$ cat config.mk
export PLATFORM = sky130hd
export DESIGN_NAME = apac_ctrl
export DESIGN_NICKNAME = d
export VERILOG_FILES = /design/src/verilog/apac_pkg.sv /design/src/verilog/apac_ctrl.sv /design/src/verilog/apac_timer.sv /design/src/verilog/apac_pdc_map.sv
export SDC_FILE = /design/constraint.sdc
export NUM_CORES = 1
export LEC_CHECK = 0
export ABC_CLOCK_PERIOD_IN_PS = 3180
export BUFFER_PORTS_ARGS = -buffer_cell sky130_fd_sc_hd__clkbuf_2
export CAP_MARGIN = 20
export CORE_MARGIN = 8
export CORE_UTILIZATION = 54
export DETAILED_ROUTE_END_ITERATION = 10
export GPL_ROUTABILITY_DRIVEN = 0
export PLACE_DENSITY = 0.87
export SLEW_MARGIN = 10
export SYNTH_ARGS = -nofsm -noshare
export SYNTH_HDL_FRONTEND = slang
export SYNTH_SLANG_ARGS = --single-unit
$ cat constraint.sdc
create_clock -name core_clk -period 3.18 [get_ports core_clk]
set_clock_uncertainty 0.15 [all_clocks]
set_input_delay 0.636 -clock core_clk [delete_from_list [all_inputs] [get_ports core_clk]]
set_output_delay 0.636 -clock core_clk [all_outputs]
set_load 0.01 [all_outputs]
$ cat src/verilog/apac_pkg.sv
package apac_pkg;

  // Core clock period
  localparam int unsigned CLK_PERIOD_NS = 100;

  // Least times round up, never below one cycle
  function automatic int unsigned ns_ceil(input int unsigned ns);
    int unsigned c;
    c = (ns + CLK_PERIOD_NS - 1) / CLK_PERIOD_NS;
    return (c == 0) ? 1 : c;
  endfunction

  // Longest times round down, never below one cycle
  function automatic int unsigned ns_floor(input int unsigned ns);
    int unsigned c;
    c = ns / CLK_PERIOD_NS;
    return (c == 0) ? 1 : c;
  endfunction

  // Bus geometry
  localparam int unsigned ADDR_W = 21;
  localparam int unsigned DATA_W = 16;
  localparam int unsigned PAGE_WORDS = 8;

  // Pin timing, in printed units
  localparam int unsigned T_WP_NS = 45;
  localparam int unsigned T_CP_NS = 15;
  localparam int unsigned T_RC_MAX_NS = 1000;
  localparam int unsigned T_PAGE_CLOSE_US = 4;
  localparam int unsigned T_PD_SETUP_NS = 10;
  localparam int unsigned T_PD_HOLD_NS = 70;
  localparam int unsigned T_DEEP_WAKE_US = 300;
  localparam int unsigned T_PAR_WAKE_US = 1;

  // Same timing in core clock cycles
  localparam int unsigned WP_CYC = ns_ceil(T_WP_NS);
  localparam int unsigned CP_CYC = ns_ceil(T_CP_NS);
  localparam int unsigned RC_MAX_CYC = ns_floor(T_RC_MAX_NS);
  localparam int unsigned PAGE_CLOSE_CYC = ns_floor(T_PAGE_CLOSE_US * 1000);
  localparam int unsigned PD_SETUP_CYC = ns_ceil(T_PD_SETUP_NS);
  localparam int unsigned PD_HOLD_CYC = ns_ceil(T_PD_HOLD_NS);
  localparam int unsigned DEEP_WAKE_CYC = ns_ceil(T_DEEP_WAKE_US * 1000);
  localparam int unsigned PAR_WAKE_CYC = ns_ceil(T_PAR_WAKE_US * 1000);

  // Program sequence steps
  localparam logic [2:0] PROG_RD_TOP = 3'h0;
  localparam logic [2:0] PROG_ZERO = 3'h3;
  localparam logic [2:0] PROG_CFG = 3'h4;
  localparam logic [2:0] PROG_LAST = 3'h5;

  typedef enum logic [2:0] {
    CMD_READ = 3'h0,
    CMD_WRITE = 3'h1,
    CMD_PAGE = 3'h2,
    CMD_SLEEP = 3'h3,
    CMD_WAKE = 3'h4,
    CMD_PROG = 3'h5
  } apac_cmd_t;

  // Encoded as the configuration value bits 1:0
  typedef enum logic [1:0] {
    PD_16M = 2'h0,
    PD_8M = 2'h1,
    PD_4M = 2'h2,
    PD_DEEP = 2'h3
  } apac_pd_mode_t;

  typedef enum logic [3:0] {
    ST_PWRUP = 4'h0,
    ST_IDLE = 4'h1,
    ST_RD_ADDR = 4'h2,
    ST_RD_OE = 4'h3,
    ST_RD_DATA = 4'h4,
    ST_WR_SET = 4'h5,
    ST_WR_PULSE = 4'h6,
    ST_WR_END = 4'h7,
    ST_GAP = 4'h8,
    ST_PD_SETUP = 4'h9,
    ST_PD_SLEEP = 4'ha,
    ST_WAKE = 4'hb
  } apac_state_t;

endpackage

$ cat src/verilog/apac_ctrl.sv
`timescale 1ns/10ps
// Contract
// - Page accesses change only the three low address lines.
// - Continued page reads end with chip select high within 4 us.
// - Chip select low without upper address change lasts at most 1000 ns.
// - Write pulse spans latest fall to earliest rise of select strobes.
// - Write cycle at least 70 ns, pulse plus recovery, under 1000 ns.
// - Write pulse held low at least 45 ns.
// - No write pulse inside a read started by output enable.
// - Output enable is high before a write address becomes valid.
// - Output enable low through a write only in select-driven sequences.
// - Address lines settle within 10 ns of any change.
// - Power-down: setup 10 ns, then control held low 70 ns.
// - Deep power-down exit and power-up: select high 300 us.
// - Partial retention exit: select high 1 us after control rises.
// - Write enable stays high 10 ns after chip select rises.
// - All address lines high in program cycles one to five.
// - Fifth-cycle value and sixth-cycle address use defined codes.
// - Sequence: read top, write it twice, write zero, config, read.
// - Config value bits 1:0 pick the mode, all others zero.
// - Config address low bits high, top two bits pick the mode.
module apac_ctrl import apac_pkg::*; #(
  parameter int unsigned AW = ADDR_W,
  parameter int unsigned DW = DATA_W,
  parameter int unsigned PAGE_N = PAGE_WORDS,
  parameter int unsigned TMR_W = 16,
  parameter int unsigned DEEP_WAKE_CYCLES = DEEP_WAKE_CYC
) (
  input wire logic core_clk, // Core clock, 10 MHz
  input wire logic rstn, // Async reset, active low
  input wire logic req_valid, // Request offered
  output logic req_ready, // Request may be taken
  input wire logic [2:0] req_cmd, // Command code
  input wire logic [AW-1:0] req_addr, // Word address
  input wire logic [DW-1:0] req_wdata, // Write data
  input wire logic [1:0] req_be, // Byte enables, bit 1 upper
  input wire logic [1:0] req_mode, // Mode for program command
  output logic rsp_valid, // Read word returned
  output logic [DW-1:0] rsp_rdata, // Read word
  output logic sleeping, // Memory is in power-down
  output logic [1:0] pd_mode, // Mode now programmed
  output logic chip_select_n, // Chip select, active low
  output logic sleep_control, // Power-down control, low sleeps
  output logic out_en_n, // Output enable, active low
  output logic write_en_n, // Write enable, active low
  output logic upper_byte_sel_n, // Upper byte select, active low
  output logic lower_byte_sel_n, // Lower byte select, active low
  output logic [AW-1:0] addr_lines, // Address
  input wire logic [DW-1:0] data_lines_i, // Data from memory
  output logic [DW-1:0] data_lines_o, // Data to memory
  output logic data_lines_oe // High while driving data
);

  localparam int unsigned PB = $clog2(PAGE_N);

  apac_state_t state_q, state_d;
  logic take, tmr_done, tmr_load, page_more, prog_adv, rsp_d;
  logic [TMR_W-1:0] tmr_val, wake_val;
  logic prog_q, page_q;
  logic [2:0] step_q, step_nxt;
  logic [1:0] prog_mode_q, cfg_mode_q, be_q, be_d;
  logic [PB-1:0] beat_q;
  logic [AW-1:0] addr_q, addr_d, cfg_addr;
  logic [DW-1:0] wdata_q, wdata_d, rda_q, cfg_data, rdata_q;
  logic ready_q, ready_d, rsp_q;
  logic cs_n_q, sleep_q, oe_n_q, we_n_q, ub_n_q, lb_n_q, doe_q, slp_q;
  logic cs_n_d, oe_n_d, we_n_d, sleep_d, doe_d;

  apac_timer #(
    .W(TMR_W),
    .RST_VAL(DEEP_WAKE_CYCLES - 1)
  ) u_timer (
    .core_clk(core_clk),
    .rstn(rstn),
    .load(tmr_load),
    .load_val(tmr_val),
    .done(tmr_done)
  );

  apac_pdc_map #(
    .AW(AW),
    .DW(DW)
  ) u_map (
    .mode(prog_mode_q),
    .cfg_data(cfg_data),
    .cfg_addr(cfg_addr)
  );

  // Request handshake and sequencing terms
  assign take = req_valid && ready_q;
  assign page_more = page_q && (beat_q != PB'(PAGE_N - 1));
  assign prog_adv = (state_q == ST_GAP) && tmr_done && prog_q;
  assign step_nxt = step_q + 3'h1;
  assign rsp_d = (state_q == ST_RD_DATA) &&
                 !(prog_q && step_q == PROG_RD_TOP);

  // Wake wait depends on the mode the memory slept in
  assign wake_val = (cfg_mode_q == PD_DEEP) ?
                    TMR_W'(DEEP_WAKE_CYCLES - 1) :
                    TMR_W'(PAR_WAKE_CYC - 1);

  // Timer restarts on every state change
  assign tmr_load = (state_d != state_q);
  assign tmr_val = (state_d == ST_WR_PULSE) ? TMR_W'(WP_CYC - 1) :
                   (state_d == ST_PD_SETUP) ? TMR_W'(PD_SETUP_CYC - 1) :
                   (state_d == ST_PD_SLEEP) ? TMR_W'(PD_HOLD_CYC - 1) :
                   (state_d == ST_WAKE) ? wake_val :
                   TMR_W'(CP_CYC - 1);

  // Sequencer; every access closes through a select-high gap
  always_comb begin
    state_d = state_q;
    case (state_q)
      ST_PWRUP: begin
        if (tmr_done) state_d = ST_IDLE;
      end
      ST_IDLE: begin
        if (take) begin
          if (req_cmd == CMD_READ || req_cmd == CMD_PAGE ||
              req_cmd == CMD_PROG) begin
            state_d = ST_RD_ADDR;
          end else if (req_cmd == CMD_WRITE) begin
            state_d = ST_WR_SET;
          end else if (req_cmd == CMD_SLEEP) begin
            state_d = ST_PD_SETUP;
          end
        end
      end
      ST_RD_ADDR: state_d = ST_RD_OE;
      ST_RD_OE: state_d = ST_RD_DATA;
      ST_RD_DATA: begin
        if (!page_more) state_d = ST_GAP;
      end
      ST_WR_SET: state_d = ST_WR_PULSE;
      ST_WR_PULSE: begin
        if (tmr_done) state_d = ST_WR_END;
      end
      ST_WR_END: state_d = ST_GAP;
      ST_GAP: begin
        if (tmr_done) begin
          if (prog_q && step_q != PROG_LAST) begin
            // Steps one to four write, step five reads
            state_d = (step_nxt == PROG_LAST) ? ST_RD_ADDR : ST_WR_SET;
          end else begin
            state_d = ST_IDLE;
          end
        end
      end
      ST_PD_SETUP: begin
        if (tmr_done) state_d = ST_PD_SLEEP;
      end
      ST_PD_SLEEP: begin
        if (take && req_cmd == CMD_WAKE) state_d = ST_WAKE;
      end
      ST_WAKE: begin
        if (tmr_done) state_d = ST_IDLE;
      end
      default: state_d = ST_IDLE;
    endcase
  end

  // Ready only where a request can be taken; sleep waits out the hold
  assign ready_d = (state_d == ST_IDLE) ||
                   (state_q == ST_PD_SLEEP && state_d == ST_PD_SLEEP &&
                    tmr_done);

  // Address: request, page step, or program address
  assign addr_d = (take && state_q == ST_IDLE) ?
                  ((req_cmd == CMD_PROG) ? {AW{1'b1}} : req_addr) :
                  (state_q == ST_RD_DATA && page_more) ?
                  {addr_q[AW-1:PB], addr_q[PB-1:0] + PB'(1)} :
                  (prog_adv && step_nxt == PROG_LAST) ? cfg_addr :
                  addr_q;

  // Write data: request, read-back copy, zero or config value
  assign wdata_d = (take && state_q == ST_IDLE) ? req_wdata :
                   !prog_adv ? wdata_q :
                   (step_nxt == PROG_ZERO) ? {DW{1'b0}} :
                   (step_nxt == PROG_CFG) ? cfg_data :
                   rda_q;

  assign be_d = (take && state_q == ST_IDLE) ?
                ((req_cmd == CMD_PROG) ? 2'h3 : req_be) : be_q;

  // Pin levels follow the next state so every pin comes from a flop
  assign cs_n_d = !(state_d inside {ST_RD_ADDR, ST_RD_OE, ST_RD_DATA,
                                     ST_WR_SET, ST_WR_PULSE, ST_WR_END});
  // Output enable never low in write states, so no read in a write
  assign oe_n_d = !(state_d inside {ST_RD_OE, ST_RD_DATA});
  // Write enable falls last and rises first of the strobes
  assign we_n_d = (state_d != ST_WR_PULSE);
  assign sleep_d = (state_d != ST_PD_SLEEP);
  assign doe_d = state_d inside {ST_WR_SET, ST_WR_PULSE, ST_WR_END};

  // Sequencer and datapath registers
  always_ff @(posedge core_clk or negedge rstn) begin
    if (!rstn) begin
      state_q <= ST_PWRUP;
      ready_q <= 1'b0;
      addr_q <= {AW{1'b1}};
      wdata_q <= {DW{1'b0}};
      be_q <= 2'h0;
    end else begin
      state_q <= state_d;
      ready_q <= ready_d;
      addr_q <= addr_d;
      wdata_q <= wdata_d;
      be_q <= be_d;
    end
  end

  // Page beat counter
  always_ff @(posedge core_clk or negedge rstn) begin
    if (!rstn) begin
      page_q <= 1'b0;
      beat_q <= '0;
    end else if (take && state_q == ST_IDLE) begin
      page_q <= (req_cmd == CMD_PAGE);
      beat_q <= '0;
    end else if (state_q == ST_RD_DATA && page_more) begin
      beat_q <= beat_q + PB'(1);
    end
  end

  // Program sequence step and the mode it commits
  always_ff @(posedge core_clk or negedge rstn) begin
    if (!rstn) begin
      prog_q <= 1'b0;
      step_q <= PROG_RD_TOP;
      prog_mode_q <= PD_DEEP;
      cfg_mode_q <= PD_DEEP;
    end else if (take && state_q == ST_IDLE && req_cmd == CMD_PROG) begin
      prog_q <= 1'b1;
      step_q <= PROG_RD_TOP;
      prog_mode_q <= req_mode;
    end else if (prog_adv) begin
      if (step_q == PROG_LAST) begin
        prog_q <= 1'b0;
        cfg_mode_q <= prog_mode_q;
      end else begin
        step_q <= step_nxt;
      end
    end
  end

  // Read capture; the first program read is kept, not returned
  always_ff @(posedge core_clk or negedge rstn) begin
    if (!rstn) begin
      rsp_q <= 1'b0;
      rdata_q <= {DW{1'b0}};
      rda_q <= {DW{1'b0}};
    end else begin
      rsp_q <= rsp_d;
      if (rsp_d) rdata_q <= data_lines_i;
      if (state_q == ST_RD_DATA && !rsp_d) rda_q <= data_lines_i;
    end
  end

  // Pin registers; flop outputs change together at the clock edge
  always_ff @(posedge core_clk or negedge rstn) begin
    if (!rstn) begin
      cs_n_q <= 1'b1;
      sleep_q <= 1'b1;
      oe_n_q <= 1'b1;
      we_n_q <= 1'b1;
      ub_n_q <= 1'b1;
      lb_n_q <= 1'b1;
      doe_q <= 1'b0;
      slp_q <= 1'b0;
    end else begin
      cs_n_q <= cs_n_d;
      sleep_q <= sleep_d;
      oe_n_q <= oe_n_d;
      we_n_q <= we_n_d;
      ub_n_q <= cs_n_d | ~be_d[1];
      lb_n_q <= cs_n_d | ~be_d[0];
      doe_q <= doe_d;
      slp_q <= !sleep_d;
    end
  end

  assign req_ready = ready_q;
  assign rsp_valid = rsp_q;
  assign rsp_rdata = rdata_q;
  assign sleeping = slp_q;
  assign pd_mode = cfg_mode_q; // Partial modes keep data from zero
  assign chip_select_n = cs_n_q;
  assign sleep_control = sleep_q;
  assign out_en_n = oe_n_q;
  assign write_en_n = we_n_q;
  assign upper_byte_sel_n = ub_n_q;
  assign lower_byte_sel_n = lb_n_q;
  assign addr_lines = addr_q;
  assign data_lines_o = wdata_q;
  assign data_lines_oe = doe_q;

  // Helper counters for the timing checks below
  int unsigned cs_low_cnt_q, sleep_age_q, wake_need;
  assign wake_need = (cfg_mode_q == PD_DEEP) ? DEEP_WAKE_CYCLES : PAR_WAKE_CYC;

  always_ff @(posedge core_clk or negedge rstn) begin
    if (!rstn) begin
      cs_low_cnt_q <= 0;
      sleep_age_q <= 0;
    end else begin
      cs_low_cnt_q <= chip_select_n ? 0 : cs_low_cnt_q + 1;
      if (!sleep_control) sleep_age_q <= 0;
      else if (sleep_age_q != 32'hffffffff) sleep_age_q <= sleep_age_q + 1;
    end
  end
endmodule

$ cat src/verilog/apac_timer.sv
`timescale 1ns/10ps
module apac_timer import apac_pkg::*; #(
  parameter int unsigned W = 16,
  parameter int unsigned RST_VAL = 0
) (
  input wire logic core_clk, // Core clock
  input wire logic rstn, // Async reset, active low
  input wire logic load, // Restart the count
  input wire logic [W-1:0] load_val, // Cycles to wait minus one
  output logic done // Count has run out
);

  logic [W-1:0] cnt_q;

  // Down counter that parks at zero
  always_ff @(posedge core_clk or negedge rstn) begin
    if (!rstn) begin
      cnt_q <= W'(RST_VAL);
    end else if (load) begin
      cnt_q <= load_val;
    end else if (cnt_q != '0) begin
      cnt_q <= cnt_q - 1'b1;
    end
  end

  assign done = (cnt_q == '0);

endmodule

$ cat src/verilog/apac_pdc_map.sv
`timescale 1ns/10ps
module apac_pdc_map import apac_pkg::*; #(
  parameter int unsigned AW = ADDR_W,
  parameter int unsigned DW = DATA_W
) (
  input wire logic [1:0] mode, // Power-down mode code
  output logic [DW-1:0] cfg_data, // Value for the fifth cycle
  output logic [AW-1:0] cfg_addr // Address for the sixth cycle
);

  // Value uses the two low data bits only
  assign cfg_data = {{(DW-2){1'b0}}, mode};

  // Top two address bits carry the mode swapped, rest all high
  assign cfg_addr = {mode[0], mode[1], {(AW-2){1'b1}}};

endmodule

==> results of run 1 <==
==> final cells by class <==
| cell class | count | area (um^2) |
|---|---|---|
| Fill cell | 773 | 3242 |
| Sequential cell | 113 | 2878 |
| Multi-Input combinational cell | 400 | 2465 |
| Timing Repair Buffer | 137 | 713.2 |
| Clock buffer | 18 | 417.9 |
| Tap cell | 136 | 170.2 |
| Clock inverter | 14 | 157.7 |
| Inverter | 13 | 48.80 |
==> sequential cells by signal (all words and copies together), names as in the netlist, 2 cells and up <==
register	cells
addr_lines	21
be_q	2
beat_q	3
data_lines_o	16
pd_mode	2
prog_mode_q	2
rda_q	16
rsp_rdata	16
state_q	4
step_q	3
u_timer.cnt_q	16
==> layer usage <==
layer  vias to the layer above  GRT usage (%)  part of all wire [%]  wire length, um
met1                      2310          25.11                    37             5607
met2                       232          39.79                    51             7610
met4                         0          9.642                   2.8              414
met5                         -              0                     0                0
li1                       2193              -                     -                -
met3                        46          9.236                   8.9             1329
==> logic make-up (layout without fill, tap and decap cells) <==
kind of cell / Yosys count / after routing / share of synthesized area (%)
fa+ha+maj: 10 / 10 / 2.271
buf+inv: 36 / 182 / 3.088
simple gates: 235 / 235 / 20.64
xor+xnor: 12 / 12 / 1.907
compound gates: 109 / 109 / 13.24
mux: 34 / 34 / 6.630
flops: 113 / 113 / 52.23
==> synth_stat cells, drive strengths merged (7+ instances only) <==
cell type,number,area (um^2)
mux2i,14,140.1
dfrtp,73,1827
mux2,20,225.2
xnor2,7,61.31
o21ai,30,150.1
a31oi,7,43.79
nand3,11,60.06
a21oi,26,130.1
o22a,14,122.6
inv,12,45.04
dfstp,40,1051
ha,10,125.1
nor2,45,171.4
nand2,117,441.7
clkbuf,18,77.57
nor3,15,75.07
==> cells in the final DEF (no fill, tap or decap), drive strengths merged, types with 10 or more instances in the layout <==
cell type and count:
a21oi 26, buf 11, clkbuf 144, dfrtp 73
dfstp 40, ha 10, inv 16, mux2 20
mux2i 14, nand2 117, nand3 11, nor2 45
nor3 15, o21ai 30, o22a 14
==> through the flow <==
step	hold WS, ps	instances
6_report	-8.601	831
5_1_grt	26.93	831
4_1_cts	2.382	831
3_5_place_dp	312.5	799
3_3_place_gp	308.7	799
2_1_floorplan	190.4	549
==> how the worst max path moves through the flow <==
stage               slack [ps]                   from                             to
finish                     110  step_q[0]$_DFFE_PN0P_   u_timer.cnt_q[2]$_DFFE_PN1P_
global route                30  step_q[0]$_DFFE_PN0P_   u_timer.cnt_q[2]$_DFFE_PN1P_
CTS                        170  step_q[0]$_DFFE_PN0P_   u_timer.cnt_q[2]$_DFFE_PN1P_
detailed placement         180  step_q[0]$_DFFE_PN0P_   u_timer.cnt_q[9]$_DFFE_PN1P_
global placement           330  step_q[0]$_DFFE_PN0P_   u_timer.cnt_q[3]$_DFFE_PN0P_
floorplan                  440  step_q[0]$_DFFE_PN0P_  u_timer.cnt_q[11]$_DFFE_PN1P_
==> power by group through the flow <==
stage,clock network [mW],registers (mW),logic [mW]
3_5_place_dp,0,2.43,2.65
6_report,1.83,2.44,2.69
5_1_grt,1.92,2.50,2.98
3_3_place_gp,0,2.40,2.54
4_1_cts,1.85,2.43,2.70
2_1_floorplan,0,2.50,1.75
==> results by group, run 1 <==
Die
  • Vert. Die Dim: 117.0 um
  • Die width: 117.0 um
  • Die area: 0.01369 mm^2
  • Ports: 128
  • Row count: 37
  • Initial Util: 54.60%
  • Core area: 0.01009 mm^2

Layout
  • Final core utilization: 67.88%
  • Area grow syn2layout: 24.32%
  • Final net count: 755
  • Design Area, Final: 0.006850 mm^2
  • Layout cell share with drive strength beyond 1: 35.54%
  • Antenna Diode Count: 0

Routing
  • Average wire per standard cell: 18.00 um
  • Iter 0 DRT Violations: 313
  • Final ANT Viol Nets: 0
  • Detailed Routing Iterations Pass 1: 5
  • DR vias/cell: 5.753
  • Vias: 4781
  • Post-Route WL: 14.96 mm
  • Drt drc: 0

Flow run
  • Max Cap Viol: 0

Worst setup path
  • Worst path buffer plus inverter count: 0
  • Crit-path leading delay family: simple AND/OR/NAND/NOR gates
  • Slowest stage delay, CP: 430 ps
  • CP cell instances: ha_1, ha_1, and2b_2, and4_1, o32a_1, a31oi_1, nand4_4, mux2i_1
  • Slowest library cell on the worst path: dfrtp_1
  • CP dominant cell by count: ha_1
  • FF-to-FF Start: step_q[0]$_DFFE_PN0P_
  • CP Depth: 8
  • Worst r2r dst: u_timer.cnt_q[2]$_DFFE_PN1P_
  • WP data required: 3470 ps
  • Crit path arrival time: 3360 ps
  • WS Path Type: reg -> reg
  • Worst reg2reg setup slack: 110 ps
  • Critical Path End Type: flop
  • Critical path launch point type: flop
  • Reg2reg path depth: 8
  • Crit Path Max Fanout: 16

Yosys
  • Mapped Area: 0.005510 mm^2
  • Sequential-to-total area share from yosys stat: 52.23%
  • Synth Instances: 549
  • Mapped Nets: 622
  • Ys async rst share: 100.0%
  • Synthesized flop and latch total: 113
  • Post-synth top flop: dfrtp_1
  • Synth Warn #: 0
  • Distinct cells, synth: 67
  • Number of flops mapped to enable cells by yosys: 0
  • Post-Syn Area per Cell: 10.04 um^2

GRT
  • Vias in the first global route: 5037
  • Largest net degree at the start of global routing: 52
  • Remaining global-route overflow: 0
  • Total track usage: 23.22%
  • Initial antenna violation count: 0
  • First-pass GRT wire length: 24.51 mm

Timing
  • Max Freq: 325.5 MHz
  • RSZ-0062 raised after global routing: false
  • Final TNS setup: 0 ps
  • Relative slew slack: 56.71%
  • Slew Viols, Final: 0
  • Min setup slack post-route: 107.6 ps
  • Period utilization: 96.62%
  • Slew @ Worst Pin: 640.3 ps
  • Hold slack: -8.601 ps
  • Final setup viols: 0
  • Final hold violations: 22
  • Fin crit period: 3072 ps

Clocking
  • CTS Hold Buffers Added: 0
  • CTS Buf Count: 17
  • Longest Clk Path Bufs: 2
  • Clock root cell: clkbuf_8
  • H-tree levels: 4
  • Worst-Skew Late Latency: 520 ps
  • Post-CTS Repair Setup Buffers: 0
  • Sink Count: 113
  • Clk pin slew, worst setup/hold paths: 60 ps
  • CTS tree: yes
  • Post-CTS sizing: 0

Power
  • Switching pwr: 2.683 mW
  • Pint: 4.278 mW
  • Switching Share: 38.54%
  • Maximum vdd drop: 0.5269 mV
  • Seq pwr share: 35.1%
  • Logic pwr share: 38.7%
  • Clock network fraction of design power: 26.2%
  • Lkg Pwr: 3.239 nW
  • Power Dens Cells: 1016 mW/mm^2
  • Total power: 6.961 mW

Placement
  • Buffers on Ports: 127
  • Worst slack at placement: 177.9 ps
  • Placed wire-length estimate: 10.41 mm
  • Placed instance area: 0.006275 mm^2

Run status
  • Failing checks: hold timing
  • Status: complete, but fails checks

Worst hold path
  • Hold Path Class: in -> async
No activity file was read; power rests on OpenSTA's default activity.
==> run 2: changes to the inputs <==
--- a/config.mk
+++ b/config.mk
@@ -5,14 +5,15 @@
 export SDC_FILE = /design/constraint.sdc
 export NUM_CORES = 1
 export LEC_CHECK = 0
+export ABC_AREA = 1
 export ABC_CLOCK_PERIOD_IN_PS = 3180
 export BUFFER_PORTS_ARGS = -buffer_cell sky130_fd_sc_hd__clkbuf_2
 export CAP_MARGIN = 20
 export CORE_MARGIN = 8
-export CORE_UTILIZATION = 54
+export CORE_UTILIZATION = 40
 export DETAILED_ROUTE_END_ITERATION = 10
 export GPL_ROUTABILITY_DRIVEN = 0
-export PLACE_DENSITY = 0.87
+export PLACE_DENSITY = 0.7
 export SLEW_MARGIN = 10
 export SYNTH_ARGS = -nofsm -noshare
 export SYNTH_HDL_FRONTEND = slang
==> results by group, run 2 <==
Worst setup path
  • Worst path buffer plus inverter count: 2
  • Slowest library cell on the worst path: dfrtp_1
  • Crit Path Max Fanout: 11
  • CP dominant cell by count: nand2_1
  • Crit path arrival time: 2960 ps
  • Crit-path leading delay family: simple AND/OR/NAND/NOR gates
  • Critical path launch point type: flop
  • Critical Path End Type: flop
  • CP cell instances: ha_1, ha_1, inv_1, nand2_1, nor2_1, nand3_1, nand2_1, nand2_1, nand2_1, nand2_2, nand2_1, nand2_1, nand2_2, buf_4, nor2_8, nor3_1
  • Slowest stage delay, CP: 410 ps
  • WS Path Type: reg -> reg
  • WP data required: 3350 ps

Timing
  • Min setup slack post-route: 391.9 ps
  • Slew Viols, Final: 0
  • Final hold violations: 0
  • Fin crit period: 2788 ps
  • Slew @ Worst Pin: 902.4 ps
  • Final setup viols: 0
  • Max Freq: 358.7 MHz
  • Final TNS setup: 0 ps
  • Relative slew slack: 39.69%
  • Period utilization: 87.67%
  • RSZ-0062 raised after global routing: false

Layout
  • Design Area, Final: 0.006833 mm^2
  • Most common cell after layout, fill and taps aside: nand2_1
  • Layout cell share with drive strength beyond 1: 31.38%
  • Number of flip-flops in the largest register: 21
  • Fillers: 1267
  • Final core utilization: 52.01%
  • Final net count: 812
  • Area grow syn2layout: 28.22%
  • Antenna Diode Count: 0
  • Commonest cells after routing, fill and taps aside: nand2_1, clkbuf_2, dfrtp_1, nor2_1, o21ai_0

Routing
  • Drt drc: 0
  • Post-Route WL: 13.71 mm
  • Iter 0 DRT Violations: 263
  • Average wire per standard cell: 14.77 um
  • Detailed Routing Iterations Pass 1: 4
  • Vias: 4500
  • Final ANT Viol Nets: 0
  • DR vias/cell: 4.849

Clocking
  • Sink Count: 113
  • Longest Clk Path Bufs: 2
  • CTS Buf Count: 17
  • CTS tree: yes
  • Post-CTS sizing: 0
  • Clock root cell: clkbuf_16
  • H-tree levels: 4
  • CTS Hold Buffers Added: 0
  • Clk pin slew, worst setup/hold paths: 50 ps
  • Worst-Skew Late Latency: 410 ps
  • Post-CTS Repair Setup Buffers: 0

Yosys
  • Compound-Gate Fraction of Synth Area: 12.89%
  • Sequential-to-total area share from yosys stat: 54.00%
  • Distinct cells, synth: 38
  • Cell taking the most area after synthesis: dfrtp_1
  • Top cell type's share of synthesized area: 34.28%
  • Post-Synth XOR/XNOR Area: 2.301%
  • Synth top cells by count: nand2_1, dfrtp_1, nor2_1
  • Post-Synth Adder-Cell Area: 2.348%
  • Top cells by area, synth: dfrtp_1, dfstp_2, nand2_1
  • Post-Syn Area per Cell: 8.867 um^2
  • Ys async rst share: 100.0%
  • Synth Warn #: 0
  • Synth Instances: 601
  • Largest family of logic cells by synthesized area: simple AND/OR/NAND/NOR gates
  • Post-synth top flop: dfrtp_1
  • Post-synthesis simple-gate area fraction: 22.82%
  • Most common cell in the netlist: nand2_1
  • Synthesized flop and latch total: 113
  • Mux share of post-synthesis cell area: 0%
  • Mapped Nets: 674
  • Number of flops mapped to enable cells by yosys: 0
  • Mapped Area: 0.005329 mm^2

Power
  • Maximum vdd drop: 0.5837 mV
  • Power Dens Cells: 1082 mW/mm^2
  • Total power: 7.391 mW
  • Lkg Pwr: 3.482 nW

Die
  • Core area: 0.01314 mm^2
  • Die area: 0.01727 mm^2
  • Row count: 42
  • Vert. Die Dim: 131.4 um
  • Initial Util: 40.56%
  • Die width: 131.4 um
  • Ports: 128

GRT
  • Total track usage: 16.63%
  • Remaining global-route overflow: 0
  • Initial antenna violation count: 0
  • First-pass GRT wire length: 23.12 mm
  • Largest net degree at the start of global routing: 54
  • Vias in the first global route: 4677

Placement
  • Worst slack at placement: 412.6 ps
  • Placed wire-length estimate: 10.18 mm
  • Buffers on Ports: 127
  • Placed instance area: 0.006200 mm^2

Worst hold path
  • Hold Path Class: in -> async

Run status
  • Status: completed

Flow run
  • Max Cap Viol: 0
## run 2: cells by family (layout without fill, tap and decap cells)
family                     Yosys count  in the layout
adders and majority gates           10             10
AOI/OAI and AO/OA                  113            113
and+or+nand+nor                    274            274
DFF                                113            113
xor gates and xnor gates            14             14
buffers and inverters               77            228
## run 2: final cells by class
class	count	area, um^2	share of cell area, %
Sequential cell	113	2878	42.12
Timing Repair Buffer	138	733.2	10.73
Multi-Input combinational cell	411	2151	31.48
Tap cell	176	220.2	3.223
Inverter	58	217.7	3.186
Clock inverter	9	155.1	2.271
Clock buffer	23	478.0	6.995
## run 2: worst paths after layout
path | from | to | slack (ps) | depth (start not counted)
min reg2reg | addr_lines[15]$_DFFE_PN1P_ | addr_lines[15]$_DFFE_PN1P_ | 330 | 2
min | rstn | u_timer.cnt_q[3]$_DFFE_PN0P_ | 120 | 1
max reg2reg | step_q[0]$_DFFE_PN0P_ | u_timer.cnt_q[12]$_DFFE_PN0P_ | 390 | 16
min in group core_clk | req_mode[1] | prog_mode_q[1]$_DFFE_PN1P_ | 290 | 3
max in group asynchronous | rstn | addr_lines[9]$_DFFE_PN1P_ | 1990 | 2
max | step_q[0]$_DFFE_PN0P_ | u_timer.cnt_q[12]$_DFFE_PN0P_ | 390 | 16
## run 2: metrics by stage
step	hold WS (ps)	std cells
final	124.8	928
after detailed placement	314.2	896
after CTS	146.3	928
after floorplan	190.4	601
after global routing	174.6	928
after global placement	317.3	896
## run 2: report_power, final
part | internal, mW | leakage (nW) | switching (mW) | total, mW
sequential | 2.15 | 1.24 | 0.362 | 2.51
combinational | 1.09 | 1.94 | 1.78 | 2.87
clock | 1.37 | 0.307 | 0.639 | 2.01
total | 4.61 | 3.48 | 2.78 | 7.39
## run 2: routing by layer
layer | track usage [%] | share of wire [%] | up-vias
li1 | - | - | 2272
met1 | 18.72 | 43 | 2097
met2 | 27.53 | 48 | 113
met3 | 7.088 | 7.0 | 18
met4 | 6.254 | 1.9 | 0
met5 | 0 | 0 | -
==> run 3: changes to the inputs <==
--- a/config.mk
+++ b/config.mk
@@ -10,10 +10,10 @@
 export BUFFER_PORTS_ARGS = -buffer_cell sky130_fd_sc_hd__clkbuf_2
 export CAP_MARGIN = 20
 export CORE_MARGIN = 8
-export CORE_UTILIZATION = 40
+export CORE_UTILIZATION = 54
 export DETAILED_ROUTE_END_ITERATION = 10
 export GPL_ROUTABILITY_DRIVEN = 0
-export PLACE_DENSITY = 0.7
+export PLACE_DENSITY = 0.87
 export SLEW_MARGIN = 10
 export SYNTH_ARGS = -nofsm -noshare
 export SYNTH_HDL_FRONTEND = slang
==> results by group, run 3 (synthesis gave the netlist of run 2 again) <==
Layout
  • Area grow syn2layout: 26.60%
  • Commonest cells after routing, fill and taps aside: nand2_1, clkbuf_2, dfrtp_1, nor2_1, o21ai_0
  • Seq. cell area: 0.002878 mm^2
  • Layout cell share with drive strength beyond 1: 31.47%
  • Multi-input logic area: 0.002151 mm^2
  • Fillers: 714
  • Most common cell after layout, fill and taps aside: nand2_1
  • Antenna Diode Count: 0
  • Final net count: 810
  • Number of flip-flops in the largest register: 21
  • Final cell count without fillers: 883
  • Final core utilization: 69.66%

GRT
  • Largest net degree at the start of global routing: 70
  • Remaining global-route overflow: 0
  • Grt met1 use: 27.74%
  • First-pass GRT wire length: 24.52 mm
  • Met3 usage: 7.773%
  • Total track usage: 23.46%
  • GRT busiest layer: met2
  • Vias in the first global route: 5140
  • Initial antenna violation count: 0
  • Met2 global-route usage: 37.17%

Timing
  • Period utilization: 89.59%
  • Relative slew slack: 39.38%
  • Final TNS setup: 0 ps
  • Min setup slack post-route: 331.0 ps
  • Final setup viols: 0
  • Slew Viols, Final: 0
  • Slew @ Worst Pin: 907.1 ps
  • Max Freq: 351.0 MHz
  • RSZ-0062 raised after global routing: false
  • Final hold violations: 0
  • Fin crit period: 2849 ps

Clocking
  • Worst-Skew Late Latency: 530 ps
  • Post-CTS Repair Setup Buffers: 0
  • Clk pin slew, worst setup/hold paths: 60 ps
  • H-tree levels: 4
  • Longest Clk Path Bufs: 2
  • CTS tree: yes
  • Sink Count: 113
  • CTS Hold Buffers Added: 1
  • Post-CTS sizing: 0
  • CTS Buf Count: 17
  • Clock root cell: clkbuf_8

Worst setup path
  • Crit-path leading delay family: simple AND/OR/NAND/NOR gates
  • WP data required: 3490 ps
  • Crit path arrival time: 3160 ps
  • Critical path launch point type: flop
  • CP cell instances: ha_1, ha_1, inv_1, nand2_1, nor2_1, nand3_1, nand2_1, nand2_1, nand2_1, nand2_2, nand2_1, nand2_1, nand2_2, nand2_1, nand2_1, nand2_1, nand2_1
  • Worst path buffer plus inverter count: 1
  • WS Path Type: reg -> reg
  • Slowest library cell on the worst path: dfrtp_1
  • FF-to-FF Start: step_q[0]$_DFFE_PN0P_
  • Slowest stage delay, CP: 430 ps
  • Critical Path Source: step_q[0]$_DFFE_PN0P_
  • CP dominant cell by count: nand2_1
  • Crit Path Max Fanout: 11
  • Critical Path End Type: flop

Placement
  • Placed wire-length estimate: 10.16 mm
  • Worst slack at placement: 390.3 ps
  • Buffers on Ports: 127
  • Placed cell count: 850

Worst hold path
  • Hold_sp: req_mode[1]
  • Hold Path Class: in -> reg

Die
  • Ports: 128
  • Core area: 0.009684 mm^2
  • Vert. Die Dim: 115.3 um
  • Die area: 0.01330 mm^2
  • Row count: 36
  • Die width: 115.3 um
  • Initial Util: 55.03%

Run status
  • Status: completed

Power
  • Lkg Pwr: 3.462 nW
  • Maximum vdd drop: 0.5900 mV
  • Power Dens Cells: 1107 mW/mm^2

Routing
  • Final ANT Viol Nets: 0
  • Post-Route WL: 14.68 mm
  • Detailed Routing Iterations Pass 1: 5
  • Average wire per standard cell: 16.62 um
  • DR vias/cell: 5.475
  • Iter 0 DRT Violations: 346
  • Drt drc: 0
  • Vias: 4834

Flow run
  • Max Cap Viol: 0
==> run 3: cell count changes in the layout (fill, tap and decap cells not counted), moves of 2 or more <==
cell,change
clkbuf_1,-3
clkinv_2,-2
inv_6,+4
inv_8,+2
clkinv_4,+3
clkbuf_8,-2
buf_4,-3
==> run 3: path summary, 6_finish.rpt <==
kind | to | slack, ps | cells after the start
max in group asynchronous | u_timer.cnt_q[9]$_DFFE_PN1P_ | 1580 | 3
max reg2reg | u_timer.cnt_q[1]$_DFFE_PN1P_ | 330 | 17
min in group asynchronous | state_q[3]$_DFF_PN0_ | 510 | 2
max | u_timer.cnt_q[1]$_DFFE_PN1P_ | 330 | 17
min | prog_mode_q[1]$_DFFE_PN1P_ | 180 | 3
min reg2reg | rsp_rdata[9]$_DFFE_PN0P_ | 340 | 2
==> run 3: per-layer routing <==
| metal | part of all wire [%] | up-vias | routed length [um] |
|---|---|---|---|
| met5 | 0 | - | 0 |
| met4 | 3.6 | 0 | 525 |
| met3 | 8.1 | 45 | 1186 |
| met2 | 48 | 211 | 7081 |
| met1 | 40 | 2305 | 5883 |
| li1 | - | 2273 | - |
==> run 3: final cells by class <==
type	count	area share, %
clock buffers	17	6.139
flip-flops and latches	113	42.66
multi-input cells	411	31.88
clock inverters	15	2.949
inverters	58	3.227
well taps	133	2.467
repair buffers	136	10.68
==> run 3: worst min-delay path, delay by kind of cell <==
| family | cells | cell delay (ps) |
|---|---|---|
| buffers and inverters | 1 | 80 |
| AOI/OAI and AO/OA | 1 | 70 |
| and+or+nand+nor | 1 | 50 |
==> run 3: metrics by stage <==
| stage | total power, mW | hold WS [ps] | cell area (um^2) |
|---|---|---|---|
| 3_3_place_gp | 5.281 | 316.5 | 6123 |
| 5_1_grt | 7.945 | 192.6 | 6746 |
| 2_1_floorplan | 4.471 | 190.4 | 5329 |
| 4_1_cts | 7.466 | 181.1 | 6746 |
| 6_report | 7.466 | 176.4 | 6746 |
| 3_5_place_dp | 5.446 | 323.7 | 6123 |
==> run 3: where the power goes <==
part           internal, mW  switching (mW)  total (mW)
Combinational          1.09            1.87        2.96
Clock                  1.22           0.743        1.96
Sequential             2.15           0.397        2.54
